### src/design/eas_seq_regs.vh
// Register map, field codes and timing constants of the event/action sequencer
`ifndef EAS_SEQ_REGS_VH
`define EAS_SEQ_REGS_VH
// ==========================================
// Register offsets (byte addresses)
`define EAS_REG_CTRL 8'h00
`define EAS_REG_COUNT 8'h04
`define EAS_REG_TMR 8'h08
`define EAS_REG_SCAN 8'h0c
`define EAS_REG_STATUS 8'h10
`define EAS_REG_INPUTS 8'h14
`define EAS_REG_PAIR0 8'h40
`define EAS_REG_PAIR_LAST 8'h8c
// ==========================================
// Fields and limits
`define EAS_MAX_PAIRS 5'd20
`define EAS_CODE_W 5
`define EAS_CTRL_ON_BIT 0
`define EAS_PAIR_ACT_LSB 8
// ==========================================
// Condition codes
`define EAS_EV_FALSE 5'h00
`define EAS_EV_TRUE 5'h01
`define EAS_EV_ONREF 5'h04
`define EAS_EV_TMR0 5'h1e
// ==========================================
// Action codes
`define EAS_ACT_NONE 5'h01
`define EAS_ACT_PRESET0 5'h0a
`define EAS_ACT_PRESET1 5'h0b
`define EAS_ACT_TMR0 5'h1d
// ==========================================
// Reset values and timing
`define EAS_SCAN_RST 32'h00000c35
`define EAS_TMR_RST 32'h00000000
`define EAS_BRESP_OKAY 2'b00
`define EAS_BRESP_SLVERR 2'b10
`endif

### src/design/eas_seq.v
// Event/action sequencer with AXI4-Lite register access
// ==========================================
//
// The register offsets and the AXI4-Lite register port were chosen for this implementation.
`timescale 1ns/1ps
`include "eas_seq_regs.vh"
module eas_seq (
    input wire ref_clk,
    input wire srst,
    input wire onReference,
    output reg preset0Sel_r,
    output reg preset1Sel_r,
    output reg scanTick_r,
    input wire s_axi_awvalid,
    output reg s_axi_awready,
    input wire [7:0] s_axi_awaddr,
    input wire s_axi_wvalid,
    output reg s_axi_wready,
    input wire [31:0] s_axi_wdata,
    input wire [3:0] s_axi_wstrb,
    output reg s_axi_bvalid,
    input wire s_axi_bready,
    output reg [1:0] s_axi_bresp,
    input wire s_axi_arvalid,
    output reg s_axi_arready,
    input wire [7:0] s_axi_araddr,
    output reg s_axi_rvalid,
    input wire s_axi_rready,
    output reg [31:0] s_axi_rdata,
    output reg [1:0] s_axi_rresp
);
    localparam ST_IDLE = 2'b01;
    localparam ST_RUN = 2'b10;

    reg [1:0] state_r;
    reg modeOn_r;
    reg [4:0] pairCount_r;
    reg [31:0] tmrDur_r;
    reg [31:0] scanPeriod_r;
    reg [31:0] scanCnt_r;
    reg [4:0] index_r;
    reg [4:0] evMem [0:19];
    reg [4:0] actMem [0:19];
    reg [7:0] awAddr_r;
    reg awHave_r;
    reg [31:0] wData_r;
    reg [3:0] wStrb_r;
    reg wHave_r;
    reg tmrStart_r;
    wire tmrExpired;
    wire [4:0] curEv;
    wire [4:0] curAct;
    reg evTrue;
    integer i;

    // ==========================================
    // Helpers
    function isPair;
        input [7:0] a;
        begin
            isPair = (a >= `EAS_REG_PAIR0) && (a <= `EAS_REG_PAIR_LAST) && (a[1:0] == 2'b00);
        end
    endfunction

    function [4:0] pairIdx;
        input [7:0] a;
        reg [7:0] d;
        begin
            d = a - `EAS_REG_PAIR0;
            pairIdx = d[6:2];
        end
    endfunction

    function [31:0] mergeBytes;
        input [31:0] old;
        input [31:0] dat;
        input [3:0] strb;
        integer b;
        begin
            mergeBytes = old;
            for (b = 0; b < 4; b = b + 1) begin
                if (strb[b]) begin
                    mergeBytes[b*8 +: 8] = dat[b*8 +: 8];
                end
            end
        end
    endfunction

    // ==========================================
    // Scan strobe
    // periodic scan tick
    always @(posedge ref_clk) begin
        if (srst) begin
            scanCnt_r <= 32'h00000000;
            scanTick_r <= 1'b0;
        end else if (scanCnt_r + 32'h00000001 >= scanPeriod_r) begin
            scanCnt_r <= 32'h00000000;
            scanTick_r <= 1'b1;
        end else begin
            scanCnt_r <= scanCnt_r + 32'h00000001;
            scanTick_r <= 1'b0;
        end
    end

    // ==========================================
    // Condition decode
    assign curEv = evMem[index_r];
    assign curAct = actMem[index_r];

    always @* begin
        case (curEv)
            `EAS_EV_TRUE: evTrue = 1'b1;
            `EAS_EV_ONREF: evTrue = onReference;
            `EAS_EV_TMR0: evTrue = tmrExpired;
            default: evTrue = 1'b0;
        endcase
    end

    // ==========================================
    // Sequencer
    always @(posedge ref_clk) begin
        if (srst) begin
            state_r <= ST_IDLE;
            index_r <= 5'd0;
            preset0Sel_r <= 1'b0;
            preset1Sel_r <= 1'b0;
            tmrStart_r <= 1'b0;
        end else begin
            tmrStart_r <= 1'b0;
            case (state_r)
                ST_IDLE: begin
                    index_r <= 5'd0;
                    if (modeOn_r && pairCount_r != 5'd0) begin
                        state_r <= ST_RUN;
                    end
                end
                ST_RUN: begin
                    if (!modeOn_r || pairCount_r == 5'd0) begin
                        state_r <= ST_IDLE;
                    end else if (scanTick_r && evTrue) begin
                        case (curAct)
                            `EAS_ACT_PRESET0: begin
                                preset0Sel_r <= 1'b1;
                                preset1Sel_r <= 1'b0;
                            end
                            `EAS_ACT_PRESET1: begin
                                preset0Sel_r <= 1'b0;
                                preset1Sel_r <= 1'b1;
                            end
                            `EAS_ACT_TMR0: tmrStart_r <= 1'b1;
                            default: ;
                        endcase
                        if (index_r + 5'd1 >= pairCount_r) begin
                            index_r <= 5'd0;
                        end else begin
                            index_r <= index_r + 5'd1;
                        end
                    end
                end
                default: state_r <= ST_IDLE;
            endcase
        end
    end

    eas_timer uTimer (
        .refClk(ref_clk),
        .srst(srst),
        .start(tmrStart_r),
        .tick(scanTick_r),
        .duration(tmrDur_r),
        .expired_r(tmrExpired)
    );

    // ==========================================
    // AXI4-Lite write
    // Address and data may arrive in either order; both are held until the response
    always @(posedge ref_clk) begin
        if (srst) begin
            awHave_r <= 1'b0;
            wHave_r <= 1'b0;
            awAddr_r <= 8'h00;
            wData_r <= 32'h00000000;
            wStrb_r <= 4'h0;
            s_axi_awready <= 1'b0;
            s_axi_wready <= 1'b0;
            s_axi_bvalid <= 1'b0;
            s_axi_bresp <= `EAS_BRESP_OKAY;
            modeOn_r <= 1'b0;
            pairCount_r <= 5'd0;
            tmrDur_r <= `EAS_TMR_RST;
            scanPeriod_r <= `EAS_SCAN_RST;
            for (i = 0; i < 20; i = i + 1) begin
                evMem[i] <= `EAS_EV_FALSE;
                actMem[i] <= `EAS_ACT_NONE;
            end
        end else begin
            s_axi_awready <= !awHave_r && !s_axi_awready && !s_axi_bvalid;
            s_axi_wready <= !wHave_r && !s_axi_wready && !s_axi_bvalid;
            if (s_axi_awvalid && s_axi_awready) begin
                awHave_r <= 1'b1;
                awAddr_r <= s_axi_awaddr;
                s_axi_awready <= 1'b0;
            end
            if (s_axi_wvalid && s_axi_wready) begin
                wHave_r <= 1'b1;
                wData_r <= s_axi_wdata;
                wStrb_r <= s_axi_wstrb;
                s_axi_wready <= 1'b0;
            end
            if (awHave_r && wHave_r && !s_axi_bvalid) begin
                s_axi_bvalid <= 1'b1;
                s_axi_bresp <= `EAS_BRESP_OKAY;
                if (awAddr_r == `EAS_REG_CTRL) begin
                    if (wStrb_r[0]) modeOn_r <= wData_r[`EAS_CTRL_ON_BIT];
                end else if (awAddr_r == `EAS_REG_COUNT) begin
                    // Counts above the table size are clamped
                    if (wStrb_r[0]) begin
                        if (wData_r[7:0] > {3'b000, `EAS_MAX_PAIRS}) begin
                            pairCount_r <= `EAS_MAX_PAIRS;
                        end else begin
                            pairCount_r <= wData_r[4:0];
                        end
                    end
                end else if (awAddr_r == `EAS_REG_TMR) begin
                    tmrDur_r <= mergeBytes(tmrDur_r, wData_r, wStrb_r);
                end else if (awAddr_r == `EAS_REG_SCAN) begin
                    scanPeriod_r <= mergeBytes(scanPeriod_r, wData_r, wStrb_r);
                end else if (isPair(awAddr_r)) begin
                    if (wStrb_r[0]) evMem[pairIdx(awAddr_r)] <= wData_r[4:0];
                    if (wStrb_r[1]) actMem[pairIdx(awAddr_r)] <= wData_r[12:8];
                end else if (awAddr_r != `EAS_REG_STATUS && awAddr_r != `EAS_REG_INPUTS) begin
                    s_axi_bresp <= `EAS_BRESP_SLVERR;
                end
            end
            if (s_axi_bvalid && s_axi_bready) begin
                s_axi_bvalid <= 1'b0;
                awHave_r <= 1'b0;
                wHave_r <= 1'b0;
            end
        end
    end

    // ==========================================
    // AXI4-Lite read
    always @(posedge ref_clk) begin
        if (srst) begin
            s_axi_arready <= 1'b0;
            s_axi_rvalid <= 1'b0;
            s_axi_rdata <= 32'h00000000;
            s_axi_rresp <= `EAS_BRESP_OKAY;
        end else begin
            s_axi_arready <= !s_axi_rvalid && !s_axi_arready;
            if (s_axi_arvalid && s_axi_arready) begin
                s_axi_arready <= 1'b0;
                s_axi_rvalid <= 1'b1;
                s_axi_rresp <= `EAS_BRESP_OKAY;
                if (s_axi_araddr == `EAS_REG_CTRL) begin
                    s_axi_rdata <= {31'h00000000, modeOn_r};
                end else if (s_axi_araddr == `EAS_REG_COUNT) begin
                    s_axi_rdata <= {27'h0000000, pairCount_r};
                end else if (s_axi_araddr == `EAS_REG_TMR) begin
                    s_axi_rdata <= tmrDur_r;
                end else if (s_axi_araddr == `EAS_REG_SCAN) begin
                    s_axi_rdata <= scanPeriod_r;
                end else if (s_axi_araddr == `EAS_REG_STATUS) begin
                    s_axi_rdata <= {19'h00000, index_r, 6'h00, state_r[1], tmrExpired};
                end else if (s_axi_araddr == `EAS_REG_INPUTS) begin
                    s_axi_rdata <= {29'h00000000, preset1Sel_r, preset0Sel_r, onReference};
                end else if (isPair(s_axi_araddr)) begin
                    s_axi_rdata <= {19'h00000, actMem[pairIdx(s_axi_araddr)], 3'b000,
                        evMem[pairIdx(s_axi_araddr)]};
                end else begin
                    s_axi_rdata <= 32'h00000000;
                    s_axi_rresp <= `EAS_BRESP_SLVERR;
                end
            end
            if (s_axi_rvalid && s_axi_rready) begin
                s_axi_rvalid <= 1'b0;
            end
        end
    end
endmodule

### src/design/eas_timer.v
// Timer 0 of the sequencer: counts scan strobes after a start
`timescale 1ns/1ps
module eas_timer (
    input wire refClk,
    input wire srst,
    input wire start,
    input wire tick,
    input wire [31:0] duration,
    output reg expired_r
);
    reg [31:0] count_r;
    reg running_r;
    // ==========================================
    // Countdown
    // duration then expiry
    always @(posedge refClk) begin
        if (srst) begin
            count_r <= 32'h00000000;
            running_r <= 1'b0;
            expired_r <= 1'b0;
        end else if (start) begin
            // Restart clears an old expiry
            count_r <= duration;
            running_r <= 1'b1;
            expired_r <= 1'b0;
        end else if (running_r && tick) begin
            if (count_r <= 32'h00000001) begin
                running_r <= 1'b0;
                expired_r <= 1'b1;
            end else begin
                count_r <= count_r - 32'h00000001;
            end
        end
    end
endmodule

### config.mk
export PLATFORM = sky130hd
export DESIGN_NAME = eas_seq
export DESIGN_NICKNAME = d
export VERILOG_FILES = /design/src/design/eas_seq.v /design/src/design/eas_timer.v
export VERILOG_INCLUDE_DIRS = /design/src /design/src/design
export SDC_FILE = /design/constraint.sdc
export NUM_CORES = 1
export LEC_CHECK = 0
export ABC_CLOCK_PERIOD_IN_PS = 4400
export BUFFER_PORTS_ARGS = -buffer_cell sky130_fd_sc_hd__buf_2
export CAP_MARGIN = 20
export CORE_ASPECT_RATIO = 0.6
export CORE_MARGIN = 1.5
export CORE_UTILIZATION = 35
export CTS_CLUSTER_DIAMETER = 100
export CTS_CLUSTER_SIZE = 28
export DETAILED_ROUTE_END_ITERATION = 12
export PLACE_DENSITY = 0.56
export SLEW_MARGIN = 40
export SYNTH_ARGS = -nofsm -noshare
export SYNTH_HDL_FRONTEND = slang
export SYNTH_SLANG_ARGS = --single-unit
### constraint.sdc
create_clock -name ref_clk -period 4.4 [get_ports ref_clk]
set_input_delay 0.88 -clock ref_clk [delete_from_list [all_inputs] [get_ports ref_clk]]
set_output_delay 0.88 -clock ref_clk [all_outputs]
set_load 0.1 [all_outputs]
[Word-level counts from Yosys, hierarchy flattened]
Memory sizes are Yosys's and may differ from the RTL's. A register that Yosys moved wholly into a read port is not among the register bits.
Index checks and enable logic that the tools add are counted.
Word-level totals
  word-level logic and storage cells: 211
  bits of input ports: 60
  bits in writable memories: 200
  output and inout port bits: 44
  bits in registers: 234
  memories kept: 2
Cells by class
  equal/unequal tests: 23
  multiplexer cells: 69
  add/subtract/negate cells: 5
  bitwise gates (word level): 6
  $lt $le $gt $ge: 8
  reduce and logical (&&, ||, !) cells: 65
Memories
  actMem: words 20, width 5, read ports 2, clocked after memory_dff 1, write ports 20, RTL line eas_seq.v:43  | reg [4:0] actMem [0:19];
  evMem: words 20, width 5, read ports 2, clocked after memory_dff 1, write ports 20, RTL line eas_seq.v:42  | reg [4:0] evMem [0:19];
Operator list (number)
  2-to-1 mux 32 bit: 7
  2-to-1 mux 5 bit: 12
  2-to-1 mux 13 bit: 3
  adder 32 x 1 -> 32 bit, second input constant: 1
  equality test 8 x 4 -> 1 bit, second input constant: 4
  >= comparator 32 bit: 1
  less-or-equal comparator 32 x 1 -> 1 bit, second input constant: 1
  subtractor 32 x 1 -> 32 bit, second input constant: 1
  2-to-1 mux 2 bit: 15
  2-to-1 mux 1 bit: 27
  AND reduction 6 bit: 4
  logical AND 1 bit: 20
  AND reduction 5 bit: 4
  equality test 8 x 3 -> 1 bit, second input constant: 2
  equality test 8 x 5 -> 1 bit, second input constant: 2
  >= comparator 8 x 7 -> 1 bit, second input constant: 2
  less-or-equal comparator 8 bit, second input constant: 2
  zero test 8 bit: 2
  != test 8 x 5 -> 1 bit, second input constant: 2
  OR reduction 2 bit: 7
  subtractor 7 bit, second input constant: 2
  equality test 5 x 4 -> 1 bit, second input constant: 2
  equality test 5 bit, second input constant: 2
  != test 2 bit, second input constant: 5
  other kinds (23): 46

[Longest topological paths before layout]
Gate-level depths: netlist (run 1).
  depth after elaboration: 13
  depth in mapped cells: 18
  depth with buffers taken out: 17

[Cells and area by module]
Synthesis (run 1) repeated with hierarchy kept, for this count alone.
Second synthesis, totals
  cells, all modules: 2277
  area total of the unflattened synthesis: 26900.8 sq um
By module, submodules not included
  eas_seq: instances 1, seq. area each 13673.1 sq um, area each 24917.6 sq um, cells an instance 2039
  eas_timer: instances 1, seq. area each 680.7 sq um, area each 1983.2 sq um, cells an instance 238

[Least setup slack after synthesis (run 1)]
No wires, ideal clock.
  kind: reg2reg
  start point: reg scanCnt_r[7]
  end point: reg scanCnt_r[10]
  stages on the path, launching flop included: 19
  required time: 4334 ps
  buffers on the path: 1
  clock period less this slack: 3588 ps
  arrival time: 3522 ps
  slack: 812 ps
  library setup time: 66 ps
  path through: dfxtp_1 -> and4_1 -> nand3_1 -> nor4_1 -> nand4_1 -> nor2_1 -> nand2_1 -> xnor2_1 -> ha_1 -> a21o_1 -> a21o_1 -> a21o_1 -> a21o_1 -> a21o_1 -> a21o_1 -> a21oi_1 -> o211ai_1 -> clkbuf_1 -> nor2b_1
Between the ends
  longest elaborated chain between the ends: 3
RTL lines
  start, declared: RTL line eas_seq.v:40  | reg [31:0] scanCnt_r;
  start signal, assigned: RTL line eas_seq.v:100  | scanCnt_r <= scanCnt_r + 32'h00000001;
  adder 32 x 1 -> 32 bit *: RTL line eas_seq.v:96, eas_seq.v:100
  >= comparator 32 bit: RTL line eas_seq.v:96  | end else if (scanCnt_r + 32'h00000001 >= scanPeriod_r) begin
  OR reduction 2 bit (no source line)
Mark *: on every way between the ends. The rest lies on a longest branch, timed or not.
A chain may end at the register's enable or synchronous reset.

[Final worst setup path (run 1)]
  start point: reg scanCnt_r[0]
  end point: reg scanCnt_r[21]
The elaborated chain is that of the path after synthesis.

==> results of run 1 <==
where the power goes:
part           total (uW)  internal, uW  switching [uW]
clock network        2690          1030            1660
logic                 868           284             584
registers            5780          5670             110
total                9340          6980            2360
worst max path at each step:
stage | endpoint | slack (ps) | cells past startpoint
final | scanCnt_r[21] | 270 | 17
after global routing | scanCnt_r[21] | 9 | 19
after CTS | scanCnt_r[21] | 60 | 17
after detailed placement | scanCnt_r[30] | 140 | 17
after global placement | scanCnt_r[26] | 210 | 17
after floorplan | scanCnt_r[10] | 810 | 18
cell families after synthesis:
logic type / Yosys count
multiplexers: 221
other: 1
flip-flops: 557
AO/OA/AOI/OAI: 325
XOR/XNOR: 58
AND/OR/NAND/NOR: 863
buffers and inverters: 208
adder cells (fa/ha/maj): 41
cells in the mapped netlist (all sizes together) (41+ instances only):
master and number:
edfxtp 320, dfxtp 237, nand2 211, and2 169, mux4 166, nor2 165
a21oi 156, clkbuf 117, nand3 106, nor3 70, o21ai 59, mux2i 52
inv 49, buf 41, ha 41
sequential cells by signal (all words and copies together) (netlist names), 2 cells and up, named ones only:
name / count
pairCount_r: 5
tmrDur_r: 32
scanCnt_r: 32
wData_r: 32
state_r: 2
wStrb_r: 4
awAddr_r: 8
evMem: 160
actMem: 160
scanPeriod_r: 32
s_axi_rdata: 32
index_r: 5
uTimer.count_r: 32
layout make-up:
cell class	count	area, um2	area share (%)
Sequential cell	557	14360	48.26
Tap cell	1000	1251	4.204
Timing Repair Buffer	182	1240	4.166
Multi-Input combinational cell	1630	12060	40.53
Clock buffer	37	628.1	2.110
Clock inverter	2	21.27	0.07147
Inverter	50	187.7	0.6306
Antenna cell	3	7.507	0.02522
stage by stage:
stage	setup slack (ps)	area, um2	instances	total power [uW]
2_1_floorplan	812.1	27220	2395	6425
3_3_place_gp	215.0	29030	3417	6726
3_5_place_dp	144.2	29040	3417	6745
4_1_cts	64.23	29690	3456	9395
5_1_grt	8.707	29750	3458	9628
6_report	273.2	29760	3461	9336
per-layer routing:
metal	GRT usage, %	wire length (um)	vias to the layer above
li1	-	-	8604
met1	31.78	38280	9586
met2	26.63	31120	812
met3	6.217	9162	37
met4	1.794	521	0
met5	0	0	-
timing repair:
action                                  4_1_cts  5_1_grt
resized for setup                             0        3
hold buffers                                  0        0
endpoints found under the setup margin        0       32
==> flow_metrics.env, run 1 <==
export IMPL_outcome="complete, no violations"
export IMPL_grt_max_degree=189
export IMPL_place_hpwl_um=58340
export IMPL_required_ps=4930
export IMPL_cts_buffers=23
export IMPL_cts_max_level=1
export IMPL_drive_gt1_share_pct=16.07
export IMPL_placementRows=78
export IMPL_synth_top_area_share_pct=35.90
export IMPL_drt_vias_per_instance=5.501
export IMPL_synth_main_ff_cell="edfxtp_1"
export IMPL_synth_top_family_by_area="multiplexers"
export IMPL_r2r_cells=17
export IMPL_synth_edff_count=320
export IMPL_cp_num_buf_inv=1
export IMPL_endpoint_kind="flop"
export IMPL_postCtsSetupBuffers=0
export IMPL_cts_num_sinks=557
export IMPL_avgRoutedWirePerCell_um=22.85
export IMPL_arrival_ps=4650
export IMPL_nFillCells=7239
export IMPL_finalCriticalPeriod_ps=4127
export IMPL_setup_viol=0
export IMPL_die_h_um=217.2
export IMPL_antenna_left=0
export IMPL_crit_path_max_incr_delay_ps=440
export IMPL_synthSimpleGateAreaFrac_pct=16.00
export IMPL_max_cap_violations=0
export IMPL_synth_area_top_cells="edfxtp_1 36%, dfxtp_1 18%, mux4_2 14%"
export IMPL_whs_path_depth=1
export IMPL_dr_pass1_iters=6
export IMPL_grt_pass1_vias=18310
export IMPL_grtUsageTotal_pct=19.91
export IMPL_synth_compound_area_share_pct=7.385
export IMPL_fin_tns_setup_ps=0
export IMPL_antenna_found_initial=3
export IMPL_hold_path_endpoint="s_axi_awready"
export IMPL_hold_start="awHave_r"
export IMPL_muxShareOfSynthArea_pct=16.04
export IMPL_critPathTopFamily="simple AND/OR/NAND/NOR gates"
export IMPL_leakage_uw=0.01054
export IMPL_final_common_cell="edfxtp_1"
export IMPL_final_cell_mix="320 x edfxtp_1, 233 x dfxtp_1, 209 x nand2_1"
export IMPL_cp_slowest_cell="dfxtp_1"
export IMPL_reg2reg_setup_slack_ps=270
export IMPL_finalMaxSlewViolations=0
export IMPL_worstMarginPinSlew_ps=885.2
export IMPL_wl_um=79080
export IMPL_yosys_area_top_type="edfxtp_1"
export IMPL_clock_fmax_mhz=242.3
export IMPL_detailroute_via_count=19040
export IMPL_clock_latency_ps=600
export IMPL_crit_fanout=16
export IMPL_synthAdderAreaFrac_pct=1.916
export IMPL_die_w_um=360.0
export IMPL_first_iter_violations=2435
export IMPL_min_period_over_period_pct=93.79
export IMPL_fin_util_pct=39.35
export IMPL_ys_ff_latch=557
export IMPL_root_buffer="clkbuf_16"
export IMPL_async_reset_ff_share_pct=0
export IMPL_avgSynthCellArea_um2=11.77
export IMPL_final_hold_violation_count=0
export IMPL_crit_start="scanCnt_r[0]"
export IMPL_nNetsFinal=2545
export IMPL_rsz0062_at_grt="no"
export IMPL_crit_path_start_kind="flop"
export IMPL_crit_chain="ha_1 -> nand4_1 -> nor2_1 -> and4_1 -> nor2b_2 -> and3_1 -> xor2_1 -> ha_1 -> a21o_1 -> a21o_1 -> a21o_1 -> a21o_1 -> a21o_1 -> a21oi_2 -> o211ai_1 -> buf_4 -> nor2b_1"
export IMPL_timing_rr_end="scanCnt_r[21]"
export IMPL_ys_seq_area_share_pct=53.62
export IMPL_crit_type="reg -> reg"
export IMPL_grt_pass1_wl_um=117900
export IMPL_initial_core_util_pct=35.39
export IMPL_path_common_cell="a21o_1"
export IMPL_hp_class="reg -> reg"
export IMPL_p_per_area_mw_per_mm2=313.7
export IMPL_core_mm2=0.07564
export IMPL_grt_ovfl_total=0
export IMPL_synth_xor_area_share_pct=1.898
export IMPL_cts_tree="built"
export IMPL_clock_path_buffers=3
export IMPL_vdd_drop_max_uv=200.8
export IMPL_maxSlewHeadroom_pct=40.66
export IMPL_netlist_area_mm2=0.02677
export IMPL_globalplace_congestion=0.8667
export IMPL_io_buffers=101
export IMPL_yosys_warnings=0
export IMPL_r2r_start="scanCnt_r[0]"
export IMPL_syn_inst=2274
export IMPL_io_pins=104
export IMPL_post_route_drc_count=0
export IMPL_whs_ps=464.8
export IMPL_synth_cell_types=58
export IMPL_skew_ps=19.25
export IMPL_areaGrowthSynthToFinish_pct=11.18
export IMPL_dieArea_mm2=0.07820
export IMPL_clk_pin_slew_ps=110
Note: power is estimated with default switching activity, not from simulation.
==> run 2: changes to the inputs <==
Settings changed: CORE_UTILIZATION 35 to 52, PLACE_DENSITY 0.56 to 0.75.
==> run 2 against run 1 <==
Net effect:
- sequential share of layout area increased by 0.80 points
- clock power about the same
- final area decreased by 1.6%
- combinational power decreased by 2.4%
- worst setup slack got worse by 36 ps
- final cell count decreased by 9.2%
- flip-flop and latch count unchanged
- clock-buffer cell count increased by 1
- clock skew decreased by 2.4 ps
- die area decreased by 32%
- sequential power about the same
- critical path depth unchanged
==> flow_metrics.env, run 2 (synthesized netlist as in run 1, its figures left out) <==
export IMPL_outcome="complete, no violations"
export IMPL_endpoint_kind="flop"
export IMPL_fin_tns_setup_ps=0
export IMPL_core_mm2=0.05093
export IMPL_design_area_mm2=0.02927
export IMPL_p_per_area_mw_per_mm2=316.8
export IMPL_crit_fanout=19
export IMPL_cts_buffers=23
export IMPL_cts_tree="built"
export IMPL_avgRoutedWirePerCell_um=23.65
export IMPL_max_cap_violations=0
export IMPL_vdd_drop_max_uv=255.7
export IMPL_antenna_found_initial=2
export IMPL_maxSlewHeadroom_pct=44.27
export IMPL_clock_latency_ps=590
export IMPL_cts_num_sinks=557
export IMPL_crit_type="reg -> reg"
export IMPL_dieArea_mm2=0.05289
export IMPL_drt_vias_per_instance=6.153
export IMPL_reg2reg_setup_slack_ps=240
export IMPL_min_period_over_period_pct=94.60
export IMPL_fin_cells=3144
export IMPL_finalMaxSlewViolations=0
export IMPL_postCtsSetupBuffers=0
export IMPL_arrival_ps=4690
export IMPL_skew_ps=16.82
export IMPL_leakage_uw=0.01048
export IMPL_post_route_drc_count=0
export IMPL_areaGrowthSynthToFinish_pct=9.358
export IMPL_clock_fmax_mhz=240.2
export IMPL_clk_pin_slew_ps=110
export IMPL_placed_cells=3102
export IMPL_grtUsageTotal_pct=28.02
export IMPL_die_h_um=178.7
export IMPL_timing_rr_end="scanCnt_r[8]"
export IMPL_first_iter_violations=2824
export IMPL_wl_um=74360
export IMPL_root_buffer="clkbuf_16"
export IMPL_r2r_cells=17
export IMPL_post_dp_cell_area_mm2=0.02857
export IMPL_final_hold_violation_count=0
export IMPL_nNetsFinal=2536
export IMPL_clock_path_buffers=3
export IMPL_crit_path_start_kind="flop"
export IMPL_place_hpwl_um=54800
export IMPL_initial_core_util_pct=52.56
export IMPL_final_common_cell="edfxtp_1"
export IMPL_whs_ps=463.0
export IMPL_hold_start="s_axi_arready"
export IMPL_grt_pass1_vias=18000
export IMPL_setup_viol=0
export IMPL_required_ps=4920
export IMPL_placementRows=64
export IMPL_hold_path_endpoint="s_axi_arready"
export IMPL_grt_pass1_wl_um=110200
export IMPL_cts_max_level=1
export IMPL_drive_gt1_share_pct=15.80
export IMPL_die_w_um=295.9
export IMPL_rsz0062_at_grt="no"
export IMPL_worstMarginPinSlew_ps=835.9
export IMPL_finalCriticalPeriod_ps=4163
export IMPL_r2r_start="scanCnt_r[0]"
export IMPL_io_pins=104
export IMPL_final_cell_mix="320 x edfxtp_1, 234 x dfxtp_1, 209 x nand2_1"
export IMPL_antenna_left=0
export IMPL_detailroute_via_count=19340
export IMPL_globalplace_congestion=0.9586
export IMPL_hp_class="reg -> reg"
export IMPL_io_buffers=101
export IMPL_grt_max_degree=91
export IMPL_grt_ovfl_total=0
export IMPL_whs_path_depth=1
export IMPL_reg_top3="actMem x160, evMem x160"
export IMPL_dr_pass1_iters=6
## run 2: worst max path at each step
stage | to | from | slack [ps]
5_1_grt | scanCnt_r[18] | scanCnt_r[0] | 0.1
2_1_floorplan | scanCnt_r[10] | scanCnt_r[7] | 810
6_report | scanCnt_r[8] | scanCnt_r[0] | 240
3_3_place_gp | scanCnt_r[10] | scanCnt_r[7] | 410
4_1_cts | scanCnt_r[8] | scanCnt_r[7] | 240
3_5_place_dp | scanCnt_r[8] | scanCnt_r[7] | 290
## run 2: area by class of cell
class | count | area [um2]
multi-input combinational | 1630 | 12070
timing repair buffer | 173 | 1117
tap | 693 | 867.1
antenna | 2 | 5.005
fill | 4197 | 21660
clock inverter | 1 | 30.03
sequential | 557 | 14360
inverter | 50 | 188.9
clock buffer | 38 | 631.9
## run 2: what timing repair did
item	CTS	global route
resized for setup	0	1
setup endpoints to repair	0	31
hold buffers	0	0
## run 2: report_power, final
group	leakage, uW	switching [uW]	internal, uW
Clock	0.000315	1600	1060
Combinational	0.00502	569	278
Sequential	0.00515	105	5670
## run 2: per-stage QoR
step	util [%]	worst slack [ps]	total power [uW]
after global placement	56.00	405.7	6684
after detailed placement	56.10	294.7	6715
after floorplan	-	812.1	6425
after CTS	57.40	239.8	9267
after global routing	57.48	0.1394	9511
final	57.48	237.4	9273
## run 2: critical path: stages (launching register included)
cell and delay, ps:
dfxtp_1 430, ha_1 260, nand4_1 180, nor2_1 180, and4_1 280, nor2b_1 330, and3_1 310, xor2_1 210
ha_1 270, a21o_1 170, a21o_1 170, a21o_1 170, a21o_1 170, a21o_1 180, a21oi_1 250, o211ai_1 150
buf_4 250, nor2b_1 140
## run 2: layer usage
layer	GRT usage, %	part of all wire (%)	wire [um]	up-vias
met2	38.12	41	30180	1151
met5	2.533	0.24	179	-
met4	5.128	1.8	1366	2
met3	9.458	14	10580	88
li1	-	-	-	8594
met1	43.02	43	32050	9509
